==> src/hdl/nclc_map.svh <==
`ifndef NCLC_MAP_SVH
`define NCLC_MAP_SVH
// Register byte offsets on the bus (haddr[7:0]).
`define NCLC_OFS_CLKDIV 8'h00
`define NCLC_OFS_PIDX 8'h04
`define NCLC_OFS_STAT 8'h08
`define NCLC_OFS_CCOB 8'h0C
`define NCLC_OFS_PROT 8'h10
`define NCLC_OFS_INFO 8'h14
// Address of the version word inside the information area.
`define NCLC_INFO_VER_ADDR 18'h040B6
// Field positions.
`define NCLC_CLKDIV_LD_BIT 7
`define NCLC_STAT_COMMAND_COMPLETE_FLAG_BIT 7
`define NCLC_STAT_ACCESS_ERROR_FLAG_BIT 5
`define NCLC_STAT_PROTECTION_VIOLATION_FLAG_BIT 4
`define NCLC_PROT_LOW_BIT 0
`define NCLC_PROT_HIGH_BIT 1
`define NCLC_PROT_OPEN_BIT 2
`define NCLC_PROT_DOPEN_BIT 3
`define NCLC_INFO_PRESENT_BIT 16
// Reset values and array layout.
`define NCLC_DIV_RST 7'h00
`define NCLC_PROT_RST 4'h0
`define NCLC_PIDX_RST 3'h0
`define NCLC_CCOB_WORDS 3'h6
`define NCLC_RES_IDX 3'h2
// Version numbers that mean no version.
`define NCLC_VER_NONE0 4'h0
`define NCLC_VER_NONE1 4'hF
// Command codes.
`define NCLC_CMD_EVA 8'h01
`define NCLC_CMD_EVB 8'h02
`define NCLC_CMD_EVS 8'h03
`define NCLC_CMD_RONCE 8'h04
`define NCLC_CMD_PGM 8'h06
`define NCLC_CMD_PONCE 8'h07
`define NCLC_CMD_ERALL 8'h08
`define NCLC_CMD_ERBLK 8'h09
`define NCLC_CMD_ERSEC 8'h0A
`define NCLC_CMD_UNSEC 8'h0B
`define NCLC_CMD_BDKEY 8'h0C
`define NCLC_CMD_UMARG 8'h0D
`define NCLC_CMD_FMARG 8'h0E
`endif

==> src/hdl/nclc_pkg.sv <==
package nclc_pkg;
   typedef logic [7:0] nclc_cmd_t;
   typedef enum logic {NCLC_IDLE, NCLC_RUN} nclc_eng_st_t;
   typedef struct packed {
      logic unknown;
      logic bad_mode;
      logic pe;
      logic prot_err;
   } nclc_verdict_t;
endpackage : nclc_pkg

==> src/hdl/nclc_mc_if.sv <==
`timescale 1ns/1ps
interface nclc_mc_if;
   import nclc_pkg::*;
   logic go;
   nclc_cmd_t code;
   logic [17:0] addr;
   logic done;
   logic [15:0] result;
   modport main (output go, code, addr, input done, result);
   modport eng (input go, code, addr, output done, result);
endinterface : nclc_mc_if

==> src/hdl/nclc_top.sv <==
// The AHB-Lite slave port and the placing of the registers were chosen for this implementation.
`timescale 1ns/1ps
`include "nclc_map.svh"
// How it works
// A 16-bit version word holds the version in bits 3..0, upper bits reserved.
// Version reads 0001; 0000 and 1111 both mean no version present.
// The information area reads only while internal resource mapping is active.
// Software writes the divider after reset before any program or erase.
// Software keeps the bus clock above 0.8 MHz and picks the divider carefully.
// Any divider write sets the loaded flag; reset clears it.
// Program or erase with the loaded flag clear sets access error instead.
// Software clears error flags and checks completion before launching.
// While completion is zero, launches and parameter writes are ignored.
// Parameter words are selected through the index register.
// Writing one to completion clears it and launches the command.
// Completion stays clear until done, then sets and results are returned.
// Special mode and secured inputs select which commands are valid.
// Codes 01 and 02 verify all blocks or one block erased.
// Code 03 verifies a span of program words erased.
// Codes 04 and 07 read and program the once-only 64-byte field.
// Code 06 programs a phrase; code 0A erases a sector.
// Code 08 needs all program protection bits and data open set.
// Code 09 needs low, high and open program protection bits set.
// Codes 0B and 0C release security by erase or by key check.
// Codes 0D and 0E set margin levels; 0E only in special mode.
// Command code is the high byte of word 0, address follows.
// An unknown command code sets access error and is not run.
// A code invalid for mode and security sets access error at launch.
module nclc_top
   import nclc_pkg::*;
#(
   parameter logic [3:0] VERSION = 4'h1
)(
   // Clock, reset and enable.
   input wire logic clk_i,
   input wire logic rst_i,
   input wire logic ce_i,
   // AHB-Lite slave.
   input wire logic hsel_i,
   input wire logic [31:0] haddr_i,
   input wire logic [1:0] htrans_i,
   input wire logic hwrite_i,
   input wire logic [2:0] hsize_i,
   input wire logic [31:0] hwdata_i,
   input wire logic hready_i,
   output logic hreadyout_o,
   output logic [31:0] hrdata_o,
   output logic hresp_o,
   // Mode pins.
   input wire logic special_mode_i,
   input wire logic secure_i,
   input wire logic internal_resource_mapping_i,
   // Memory controller.
   output logic mc_start_o,
   output nclc_cmd_t mc_code_o,
   output logic [17:0] mc_addr_o,
   input wire logic mc_done_i,
   input wire logic [15:0] mc_result_i
);
   ////////////////////////////////////////////////////////////////////////////
   typedef struct packed {
      logic sp1;
      logic sp2;
      logic se1;
      logic se2;
      logic [6:0] divide_value;
      logic divider_loaded_flag;
      logic [2:0] parameter_index;
      logic command_complete_flag;
      logic access_error_flag;
      logic protection_violation_flag;
      logic [3:0] prot;
      logic [5:0][15:0] ccob;
      logic go;
      logic wr_pend;
      logic rd_pend;
      logic [7:0] addr;
      logic hready;
      logic [31:0] hrdata;
   } nclc_state_t;
   nclc_state_t s, n;

   nclc_mc_if mc ();
   nclc_verdict_t verdict;
   logic launch_req;
   logic [31:0] rd_mux;

   ////////////////////////////////////////////////////////////////////////////
   // mode check
   nclc_decode u_decode (
      .code_i(s.ccob[0][15:8]),
      .special_i(s.sp2),
      .secure_i(s.se2),
      .prot_i(s.prot),
      .verdict_o(verdict)
   );

   nclc_engine u_engine (
      .clk_i(clk_i),
      .rst_i(rst_i),
      .ce_i(ce_i),
      .mc(mc.eng),
      .mc_start_o(mc_start_o),
      .mc_code_o(mc_code_o),
      .mc_addr_o(mc_addr_o),
      .mc_done_i(mc_done_i),
      .mc_result_i(mc_result_i)
   );

   ////////////////////////////////////////////////////////////////////////////
   always_comb begin
      n = s;
      n.go = 1'b0;
      n.wr_pend = 1'b0;
      // The special mode and secure pins are resynchronised; only the second stage is read.
      n.sp1 = special_mode_i;
      n.sp2 = s.sp1;
      n.se1 = secure_i;
      n.se2 = s.se1;
      rd_mux = 32'h0000_0000;
      launch_req = 1'b0;
      unique case (s.addr)
         `NCLC_OFS_CLKDIV: rd_mux = {24'h00_0000, s.divider_loaded_flag, s.divide_value};
         `NCLC_OFS_PIDX: rd_mux = {29'h0000_0000, s.parameter_index};
         `NCLC_OFS_STAT: begin
            rd_mux[`NCLC_STAT_COMMAND_COMPLETE_FLAG_BIT] = s.command_complete_flag;
            rd_mux[`NCLC_STAT_ACCESS_ERROR_FLAG_BIT] = s.access_error_flag;
            rd_mux[`NCLC_STAT_PROTECTION_VIOLATION_FLAG_BIT] = s.protection_violation_flag;
         end
         // indexed parameter read
         `NCLC_OFS_CCOB: if (s.parameter_index < `NCLC_CCOB_WORDS) begin
            rd_mux = {16'h0000, s.ccob[s.parameter_index]};
         end
         `NCLC_OFS_PROT: rd_mux = {28'h000_0000, s.prot};
         // gated information area
         `NCLC_OFS_INFO: if (internal_resource_mapping_i) begin
            // version word layout
            rd_mux[3:0] = VERSION;
            // no-version patterns
            rd_mux[`NCLC_INFO_PRESENT_BIT] = (VERSION != `NCLC_VER_NONE0) && (VERSION != `NCLC_VER_NONE1);
         end
         default: rd_mux = 32'h0000_0000;
      endcase
      if (s.rd_pend) begin
         n.hrdata = rd_mux;
         n.hready = 1'b1;
         n.rd_pend = 1'b0;
      end
      if (s.wr_pend) begin
         unique case (s.addr)
            // divider loaded
            `NCLC_OFS_CLKDIV: begin
               n.divide_value = hwdata_i[6:0];
               n.divider_loaded_flag = 1'b1;
            end
            // index select
            `NCLC_OFS_PIDX: n.parameter_index = hwdata_i[2:0];
            // array locked while busy
            `NCLC_OFS_CCOB: if (s.command_complete_flag && s.parameter_index < `NCLC_CCOB_WORDS) begin
               n.ccob[s.parameter_index] = hwdata_i[15:0];
            end
            `NCLC_OFS_PROT: n.prot = hwdata_i[3:0];
            `NCLC_OFS_STAT: begin
               if (hwdata_i[`NCLC_STAT_ACCESS_ERROR_FLAG_BIT]) begin
                  n.access_error_flag = 1'b0;
               end
               if (hwdata_i[`NCLC_STAT_PROTECTION_VIOLATION_FLAG_BIT]) begin
                  n.protection_violation_flag = 1'b0;
               end
               // stale errors block launch
               launch_req = hwdata_i[`NCLC_STAT_COMMAND_COMPLETE_FLAG_BIT] && s.command_complete_flag &&
                  !n.access_error_flag && !n.protection_violation_flag;
            end
            default: ;
         endcase
      end
      if (launch_req) begin
         // divider not loaded
         // unknown code
         // invalid for mode
         if (verdict.unknown || verdict.bad_mode || (verdict.pe && !s.divider_loaded_flag)) begin
            n.access_error_flag = 1'b1;
         end else if (verdict.prot_err) begin
            n.protection_violation_flag = 1'b1;
         end else begin
            // clear and launch
            n.command_complete_flag = 1'b0;
            n.go = 1'b1;
         end
      end
      // completion sets flag
      if (mc.done) begin
         n.command_complete_flag = 1'b1;
         n.ccob[`NCLC_RES_IDX] = mc.result;
      end
      if (hsel_i && htrans_i[1] && hready_i && s.hready) begin
         n.addr = haddr_i[7:0];
         n.wr_pend = hwrite_i;
         n.rd_pend = !hwrite_i;
         n.hready = hwrite_i;
      end
   end

   always_ff @(posedge clk_i) begin
      if (rst_i) begin
         s <= '0;
         s.divide_value <= `NCLC_DIV_RST;
         s.parameter_index <= `NCLC_PIDX_RST;
         s.prot <= `NCLC_PROT_RST;
         s.command_complete_flag <= 1'b1;
         s.hready <= 1'b1;
      end else if (ce_i) begin
         s <= n;
      end
   end

   ////////////////////////////////////////////////////////////////////////////
   // code and address fields
   assign mc.go = s.go;
   assign mc.code = s.ccob[0][15:8];
   assign mc.addr = {s.ccob[0][1:0], s.ccob[1]};
   assign hreadyout_o = s.hready;
   assign hrdata_o = s.hrdata;
   // Only OKAY is ever answered, so an unmapped access simply reads zero.
   assign hresp_o = s.rd_pend & 1'b0;
endmodule : nclc_top

==> src/hdl/nclc_decode.sv <==
`timescale 1ns/1ps
`include "nclc_map.svh"
module nclc_decode
   import nclc_pkg::*;
(
   // Command and context.
   input wire nclc_cmd_t code_i,
   input wire logic special_i,
   input wire logic secure_i,
   input wire logic [3:0] prot_i,
   // Verdict.
   output nclc_verdict_t verdict_o
);
   always_comb begin
      verdict_o = '0;
      unique case (code_i)
         // verify always valid
         `NCLC_CMD_EVA, `NCLC_CMD_EVB: ;
         // unsecured only
         `NCLC_CMD_EVS, `NCLC_CMD_RONCE, `NCLC_CMD_UMARG: verdict_o.bad_mode = secure_i;
         // program and sector erase unsecured only
         `NCLC_CMD_PGM, `NCLC_CMD_PONCE, `NCLC_CMD_ERSEC: begin
            verdict_o.pe = 1'b1;
            verdict_o.bad_mode = secure_i;
         end
         // erase all gate
         `NCLC_CMD_ERALL: begin
            verdict_o.pe = 1'b1;
            verdict_o.bad_mode = !special_i;
            verdict_o.prot_err = !(&prot_i);
         end
         // block erase gate
         `NCLC_CMD_ERBLK: begin
            verdict_o.pe = 1'b1;
            verdict_o.bad_mode = secure_i;
            verdict_o.prot_err = !(&prot_i[2:0]);
         end
         // security release modes
         `NCLC_CMD_UNSEC: begin
            verdict_o.pe = 1'b1;
            verdict_o.bad_mode = !special_i;
         end
         `NCLC_CMD_BDKEY: verdict_o.bad_mode = special_i;
         // special modes only
         `NCLC_CMD_FMARG: verdict_o.bad_mode = !special_i;
         // unknown code
         default: verdict_o.unknown = 1'b1;
      endcase
   end
endmodule : nclc_decode

==> src/hdl/nclc_engine.sv <==
`timescale 1ns/1ps
module nclc_engine
   import nclc_pkg::*;
(
   // Clock and reset.
   input wire logic clk_i,
   input wire logic rst_i,
   input wire logic ce_i,
   // Launch side.
   nclc_mc_if.eng mc,
   // Memory controller.
   output logic mc_start_o,
   output nclc_cmd_t mc_code_o,
   output logic [17:0] mc_addr_o,
   input wire logic mc_done_i,
   input wire logic [15:0] mc_result_i
);
   typedef struct packed {
      nclc_eng_st_t st;
      logic start;
      nclc_cmd_t code;
      logic [17:0] addr;
      logic done;
      logic [15:0] result;
   } nclc_eng_t;
   nclc_eng_t s, n;

   always_comb begin
      n = s;
      n.start = 1'b0;
      n.done = 1'b0;
      unique case (s.st)
         NCLC_IDLE: if (mc.go) begin
            n.st = NCLC_RUN;
            n.start = 1'b1;
            n.code = mc.code;
            n.addr = mc.addr;
         end
         // completion returns results
         NCLC_RUN: if (mc_done_i) begin
            n.st = NCLC_IDLE;
            n.done = 1'b1;
            n.result = mc_result_i;
         end
      endcase
   end

   always_ff @(posedge clk_i) begin
      if (rst_i) begin
         s <= '0;
      end else if (ce_i) begin
         s <= n;
      end
   end

   assign mc.done = s.done;
   assign mc.result = s.result;
   assign mc_start_o = s.start;
   assign mc_code_o = s.code;
   assign mc_addr_o = s.addr;
endmodule : nclc_engine

==> config.mk <==
export PLATFORM = sky130hd
export DESIGN_NAME = nclc_top
export DESIGN_NICKNAME = d
export VERILOG_FILES = /design/src/hdl/nclc_pkg.sv /design/src/hdl/nclc_mc_if.sv /design/src/hdl/nclc_top.sv /design/src/hdl/nclc_decode.sv /design/src/hdl/nclc_engine.sv
export VERILOG_INCLUDE_DIRS = /design/src /design/src/hdl
export SDC_FILE = /design/constraint.sdc
export NUM_CORES = 1
export LEC_CHECK = 0
export BUFFER_PORTS_ARGS = -buffer_cell sky130_fd_sc_hd__clkbuf_2
export CORE_MARGIN = 4
export CORE_UTILIZATION = 30
export CTS_BUF_LIST = sky130_fd_sc_hd__clkbuf_8
export CTS_CLUSTER_SIZE = 16
export DETAILED_ROUTE_END_ITERATION = 10
export GPL_ROUTABILITY_DRIVEN = 0
export PLACE_DENSITY = 0.49
export SYNTH_ARGS = -nofsm -noshare
export SYNTH_HDL_FRONTEND = slang
export SYNTH_SLANG_ARGS = --single-unit
==> constraint.sdc <==
create_clock -name clk_i -period 2.7 [get_ports clk_i]
set_clock_uncertainty 0.2 [all_clocks]
set_input_delay 0.675 -clock clk_i [delete_from_list [all_inputs] [get_ports clk_i]]
set_output_delay 0.675 -clock clk_i [all_outputs]
set_load 0.05 [all_outputs]
Word-level counts from Yosys, hierarchy flattened:

Index checks and enable logic that the tools add are counted.

* output and inout port bits: 61
* input bits: 95
* word-level logic and storage cells: 145
* bits in registers: 207

* magnitude comparators: 3
* muxes and demuxes: 51
* equal/unequal tests: 20
* reduce and logical (&&, ||, !) cells: 41
* bitwise operators: 1

Operators with widths (number)
* 2-to-1 mux 96 bit: 2
* 2-to-1 mux 102 bit: 1
* bitwise mux 96 bit: 1
* == test 8 x 4 -> 1 bit, second input constant: 9
* 2-to-1 mux 16 bit: 4
* binary-select mux 16 bit (select 3 bit): 1
* demux 16 bit (select 3 bit): 1
* 2-to-1 mux 17 bit: 2
* 2-to-1 mux 33 bit: 1
* == test 8 x 3 -> 1 bit, second input constant: 4
* 2-to-1 mux 28 bit: 1
* 2-to-1 mux 27 bit: 1
* 2-to-1 mux 1 bit: 22
* one-hot mux 4 bit (5 select lines): 1
* AND reduction 3 bit: 6
* == test 8 x 2 -> 1 bit, second input constant: 2
* == test 8 x 5 -> 1 bit, second input constant: 2
* AND reduction 4 bit: 4
* 2-to-1 mux 15 bit: 1
* OR reduction 13 bit: 1
* 2-to-1 mux 11 bit: 1
* nonzero test 2 bit: 5
* logical AND 1 bit: 9
* == test 8 x 1 -> 1 bit, second input constant: 1
* 19 further kinds: 33

Longest topological paths before layout:

Gate-level depths: netlist (run 1).

* word-level depth: 12
* gate-level depth with buffers: 8
* gate-level depth less buffers: 5

Hierarchy:

From an unflattened synthesis (run 1), not the netlist that was laid out.

* cells, all modules: 1034
* area total of the unflattened synthesis: 9501.6 sq um

By module, submodules not included
* nclc_top: area each 6989.2 sq um, cells each 774, times used 1, sequential area each 2942.8 sq um
* nclc_engine: area each 2342.2 sq um, cells each 237, times used 1, sequential area each 900.9 sq um
* nclc_decode: area each 170.2 sq um, cells each 23, times used 1, sequential area each 0.0 sq um

Worst setup path before layout (run 1):

Ideal clock, no wire load.

* kind: input-to-reg
* start: in ce_i
* end: reg s[138] (netlist bit)
* library setup time: 128 ps
* arrival: 2269 ps
* buffers on the path: 2
* required time: 2372 ps
* cell stages on the path: 6
* setup slack: 103 ps
* cell sequence: buf_2 > nand3_1 > nor4_4 > buf_6 > mux2i_1 > nor2_1

* word-level cells in the longest chain between the ends: 1

Ends and longest elaborated chain
* start, declared: line nclc_top.sv:37 `input wire logic ce_i,`
* AND reduction 4 bit (no source line)
* end signal, assigned: line nclc_top.sv:213 `s <= n;`
* end, declared: line nclc_top.sv:81 `nclc_state_t s, n;`

No other way between the ends.
A chain may end at the register's enable or synchronous reset.

Worst setup path after layout (run 1):

* start: reg s[40] (netlist bit)
* end: reg s, in the netlist mc.addr[2]

* word-level cells in the longest chain between the ends: 2

Ends and longest elaborated chain
* == test 8 x 4 -> 1 bit: line nclc_top.sv:150 `unique case (s.addr)`
* AND reduction 4 bit (no source line)

No other way between the ends.

==> results of run 1 <==
==> cells by family after synthesis <==
kind of cell / count (synthesis) / share of synthesized area [%]
xor+xnor: 1 / 0.1020
simple gates: 337 / 17.78
compound gates: 202 / 15.13
flops: 192 / 44.74
buf+inv: 141 / 9.451
mux: 105 / 12.76
other cells: 1 / 0.04365
==> critical path, cell delays in order (launching register included) <==
cell,delay (ns)
dfxtp_1,0.36
nor4_4,0.38
nand3_4,0.25
or4_1,0.83
nand2_1,0.17
a21oi_1,0.07
==> cell type report <==
class	count	area (um^2)	share of cell area, %
Sequential cell	192	3845	39.99
Tap cell	378	473.0	4.919
Clock inverter	14	167.7	1.744
Clock buffer	17	234.0	2.433
Timing Repair Buffer	146	877.1	9.122
Multi-Input combinational cell	661	3993	41.52
Inverter	7	26.28	0.2733
==> power groups by stage <==
stage          Clock (uW)  Sequential, uW  Combinational, uW
2_1_floorplan           0            2910                163
6_report             1940            2840                257
3_3_place_gp            0            2910                258
4_1_cts              2000            2840                259
3_5_place_dp            0            2910                258
5_1_grt              2090            2850                277
==> how the worst max path moves through the flow <==
stage                     slack [ns]   from  cells after the start           to
after floorplan                 0.10   ce_i                      6       s[138]
after global placement          0.16   ce_i                      5   mc.addr[0]
after detailed placement        0.17   ce_i                      5  mc.addr[10]
after CTS                       0.30  s[40]                      5   mc.addr[2]
after global routing            0.15  s[40]                      5   mc.addr[2]
final                           0.32  s[40]                      5   mc.addr[2]
==> state kept, by name, indices dropped and copies added (netlist names) <==
| register | count |
|---|---|
| hrdata_o | 17 |
| hreadyout_o | 1 |
| mc.addr | 18 |
| mc.code | 8 |
| mc.go | 1 |
| n | 2 |
| s | 100 |
| u_engine.mc.done | 1 |
| u_engine.mc.result | 16 |
| u_engine.mc_addr_o | 18 |
| u_engine.mc_code_o | 8 |
| u_engine.mc_start_o | 1 |
| u_engine.s | 1 |
==> routing by layer <==
metal  track usage [%]  routed length [um]  part of all wire, %
met1             23.20               12550                   51
met4             4.513                 335                  1.4
met5                 0                   0                    0
met3             2.264                 934                  3.8
met2             23.69               10650                   44
==> Yosys cell counts, drive strengths merged (4+ instances only) <==
cell type  number  area, um^2
a21oi          97       485.5
a22oi          39       292.8
a2bb2oi         7       61.31
and3            5       31.28
buf            86       605.6
clkbuf         48       180.2
dfxtp         192        3844
inv             6       22.52
mux2           16       180.2
mux2i          87       870.8
nand2         179       671.9
nand3          12       72.57
nand4           4       25.02
nor2           95       356.6
nor2b           5       31.28
nor3           12       71.32
nor4            9       146.4
o21ai           7       35.03
o221ai          7       61.31
o22ai           9       56.30
o2bb2ai        16       140.1
==> through the flow <==
step | cells | utilization [%]
final | 1415 | 34.33
after global routing | 1415 | 34.33
after CTS | 1415 | 34.33
after detailed placement | 1384 | 32.89
after global placement | 1384 | 32.89
after floorplan | 994 | -
==> cell usage in the layout, fill, tap and decap left out, drive strengths merged, types with 5 or more instances in the layout <==
cell type and instances:
a21oi 97, a22oi 39, a2bb2oi 7, and3 5
buf 52, clkbuf 111, clkinv 6, conb 16
dfxtp 192, inv 13, mux2 16, mux2i 87
nand2 179, nand3 12, nor2 95, nor2b 5
nor3 12, nor4 9, o21ai 7, o221ai 7
o22ai 9, o2bb2ai 16
==> flow_summary.toml, run 1 <==
[run_status]
status = "completed"

[setup_path]
rr_startpoint = "s[40]"
cp.arrival_ns = 2.53
endpoint_kind = "flip-flop"
worst-path-max-fanout = 16
rrSetupSlack_ns = 0.32
cp-start-kind = "flip-flop"
crit_required_ns = 2.86
path_class = "flip-flop to flip-flop"
reg2reg_depth = 5
r2r-end = "mc.addr[2]"

[synthesis]
yosysSeqAreaShare_pct = 44.74
ys.flop_type = "dfxtp_1"
syn-instance-count = 979
synth_cell_types = 54
synth_edf_count = 0
yosys_register_bits = 192
synth.avg_cell_area_um2 = 8.776
synthesis.area_mm2 = 0.008592
synth_warnings = 0
async_reset_ff_share_pct = 0

[worst_hold_path]
min_path_type = "input port to flip-flop"
worstHoldStart = "mc_result_i[8]"
hold_end = "u_engine.mc.result[8]"
whs_path_depth = 3

[timing]
max_freq_ghz = 0.4206
grt_setup_unrepaired = "false"
timing.final.ws_setup_ns = 0.3226
max_slew.worst_pin.slew_ns = 0.6393
maxSlewViolCount = 0
tns_ns = 0
timing.hold.ws_ns = 0.2088
setup_viol = 0
hold_violations = 0
period_share_pct = 88.05
relSlewSlack_pct = 57.32
min_period_ns = 2.377

[pwr]
power_frac_clock_pct = 38.4
power_uw = 5037
leakage_uw = 0.003397
vdd_drop_max_mv = 0.2712
p_sw_share_pct = 26.99
p_switching_uw = 1359
seq_power_share_pct = 56.5
p_comb_share_pct = 5.1
power.density_mw_per_mm2 = 523.8
p_int_uw = 3678

[clocking]
ctsResizeCount = 0
clock_path_buffers = 2
cts_hold_buf = 0
clk_latency_ns = 0.48
cts_inserted_buffers = 17
root_buffer = "clkbuf_8"
cts_tree = "yes"
h-tree-depth = 4
clk_pin_slew_ns = 0.12
cts_setup_buffers = 0
clock_sink_count = 192

[route]
drt_iter0_markers = 504
drcViolationCount = 0
finalWirelength_mm = 24.47
vias = 6755
first_pass_iters = 5
routedWlPerCell_um = 17.29
ant_nets = 0
routed_via_density = 4.774

[floorplanning]
rows = 61
coreArea_mm2 = 0.02801
die_w_um = 177.2
fp.dieArea_mm2 = 0.03141
pin_count = 156
die_h_um = 177.2
initial_utilization_pct = 30.67

[global_routing]
antenna_found_initial = 0
grt_usage_pct = 15.67
grt_pass1_wl_mm = 38.14
grt_pass1_vias = 6354
grt_max_degree = 80
grt_overflow_total = 0

[placement]
dpl_cell_area_mm2 = 0.009214
hpwl_mm = 17.50
io_buffers = 95
post-place-ws_ns = 0.1656

[finish]
syn_to_final_growth_pct = 11.91
diodes = 0
drive_gt1_share_pct = 19.86
final_nets = 1120
nFillCells = 2981
fin_area_mm2 = 0.009615

[job]
maxCapViolCount = 0
No activity file was read; power rests on OpenSTA's default activity.
==> run 2, diff against run 1 <==
--- a/config.mk
+++ b/config.mk
@@ -13,7 +13,7 @@
 export CTS_CLUSTER_SIZE = 16
 export DETAILED_ROUTE_END_ITERATION = 10
 export GPL_ROUTABILITY_DRIVEN = 0
-export PLACE_DENSITY = 0.49
+export PLACE_DENSITY = 0.46
 export SYNTH_ARGS = -nofsm -noshare
 export SYNTH_HDL_FRONTEND = slang
 export SYNTH_SLANG_ARGS = --single-unit
==> flow_summary.toml, run 2 (synthesis results as in run 1) <==
[floorplanning]
die_w_um = 177.2
pin_count = 156
die_h_um = 177.2
fp.dieArea_mm2 = 0.03141
initial_utilization_pct = 30.67
rows = 61
coreArea_mm2 = 0.02801

[setup_path]
crit_path_end = "hrdata_o[7]"
rrSetupSlack_ns = 0.30
cp-start-kind = "flip-flop"
reg2reg_depth = 6
worst-path-max-fanout = 23
startpoint = "s[147]"
endpoint_kind = "flip-flop"
rr_startpoint = "s[147]"
cp.arrival_ns = 2.61
crit_required_ns = 2.90
r2r-end = "hrdata_o[7]"
path_class = "flip-flop to flip-flop"

[timing]
grt_setup_unrepaired = "false"
min_period_ns = 2.404
max_slew.worst_pin.slew_ns = 0.6222
tns_ns = 0
hold_violations = 0
relSlewSlack_pct = 58.52
setup_viol = 0
period_share_pct = 89.04
maxSlewViolCount = 0
max_freq_ghz = 0.4160

[pwr]
vdd_drop_max_mv = 0.2682
power.density_mw_per_mm2 = 522.4
power_uw = 5058
leakage_uw = 0.003435

[route]
drcViolationCount = 0
routed_via_density = 4.878
vias = 6927
first_pass_iters = 5
ant_nets = 0
finalWirelength_mm = 25.38
routedWlPerCell_um = 17.88
drt_iter0_markers = 547

[finish]
fin_util_pct = 34.56
final_common_cell = "dfxtp_1"
syn_to_final_growth_pct = 12.68
diodes = 0
multi_input_area_mm2 = 0.003993
nFillCells = 3011
drive_gt1_share_pct = 20.25
largest_reg_flops = 100
final_cell_mix = "dfxtp_1, nand2_1, a21oi_1"
register_area_mm2 = 0.003845
fin_area_mm2 = 0.009682
final_nets = 1124
regMostFlops = "s"

[global_routing]
grt_overflow_total = 0
grt_pass1_vias = 6599
grt_usage_pct = 16.20
antenna_found_initial = 0
grt_max_degree = 54
grt_pass1_wl_mm = 39.52

[clocking]
h-tree-depth = 4
cts_inserted_buffers = 17
cts_setup_buffers = 0
clock_sink_count = 192
clock_path_buffers = 2
cts_hold_buf = 0
ctsResizeCount = 0
clk_pin_slew_ns = 0.12
clk_latency_ns = 0.48
root_buffer = "clkbuf_8"
cts_tree = "yes"

[run_status]
status = "completed"

[placement]
dpl_cell_area_mm2 = 0.009269
hpwl_mm = 17.94
io_buffers = 95

[job]
maxCapViolCount = 0

[worst_hold_path]
min_path_type = "input port to flip-flop"
## run 2: cell types whose count changed in the layout (fill, tap and decap cells not counted)
cell        change
bufinv_16       -1
clkinv_4        -1
clkbuf_8        +1
inv_8           -2
buf_4           +2
inv_12          +1
buf_12          +2
inv_6           +2
clkinv_8        +2
clkinvlp_4      -1
## run 2: per-stage QoR
| stage | setup WS, ns | hold slack, ns | instances |
|---|---|---|---|
| CTS | 0.2941 | 0.1701 | 1420 |
| global placement | 0.1402 | 0.2413 | 1388 |
| global route | 0.1302 | 0.1764 | 1420 |
| detailed placement | 0.1469 | 0.2479 | 1388 |
| finish | 0.2960 | 0.1994 | 1420 |
| floorplan | 0.1033 | 0.2271 | 994 |
## run 2: power breakdown
part           leakage (uW)  total [uW]  switching [uW]  internal [uW]
clock network      0.000207        1950            1220            734
logic               0.00168         264             197           66.6
registers           0.00155        2840            5.89           2840
## run 2: worst max-delay path, cell delays in order (launching register included)
cell and delay [ns]:
dfxtp_2 0.74, buf_4 0.34, nor2b_1 0.31, a22oi_1 0.19, o22ai_1 0.23, a21oi_1 0.12
nor3_1 0.18
## run 2: how the worst min path moves through the flow
stage                                         to  slack [ns]             from  depth (start not counted)
after global placement                     s[46]        0.24            s[46]                          2
after detailed placement                   s[76]        0.25            s[76]                          1
final                     u_engine.mc.result[14]        0.20  mc_result_i[14]                          3
after CTS                 u_engine.mc.result[14]        0.17  mc_result_i[14]                          3
after global routing       u_engine.mc.result[1]        0.18   mc_result_i[1]                          3
after floorplan                            s[77]        0.23            s[77]                          1
## run 2: cell type report
cell class	instances	area share [%]
clock inverter	14	1.706
timing repair buffer	150	9.628
multi-input combinational	661	41.24
sequential	192	39.71
clock buffer	18	2.559
inverter	7	0.2714
tap	378	4.885
## run 2: layer usage
layer	global-route usage, %	wire, um	up-vias
met5	0	0	-
met4	3.320	297	0
met3	3.076	1277	20
met2	23.64	10840	180
met1	24.76	12970	3305
li1	-	-	3422
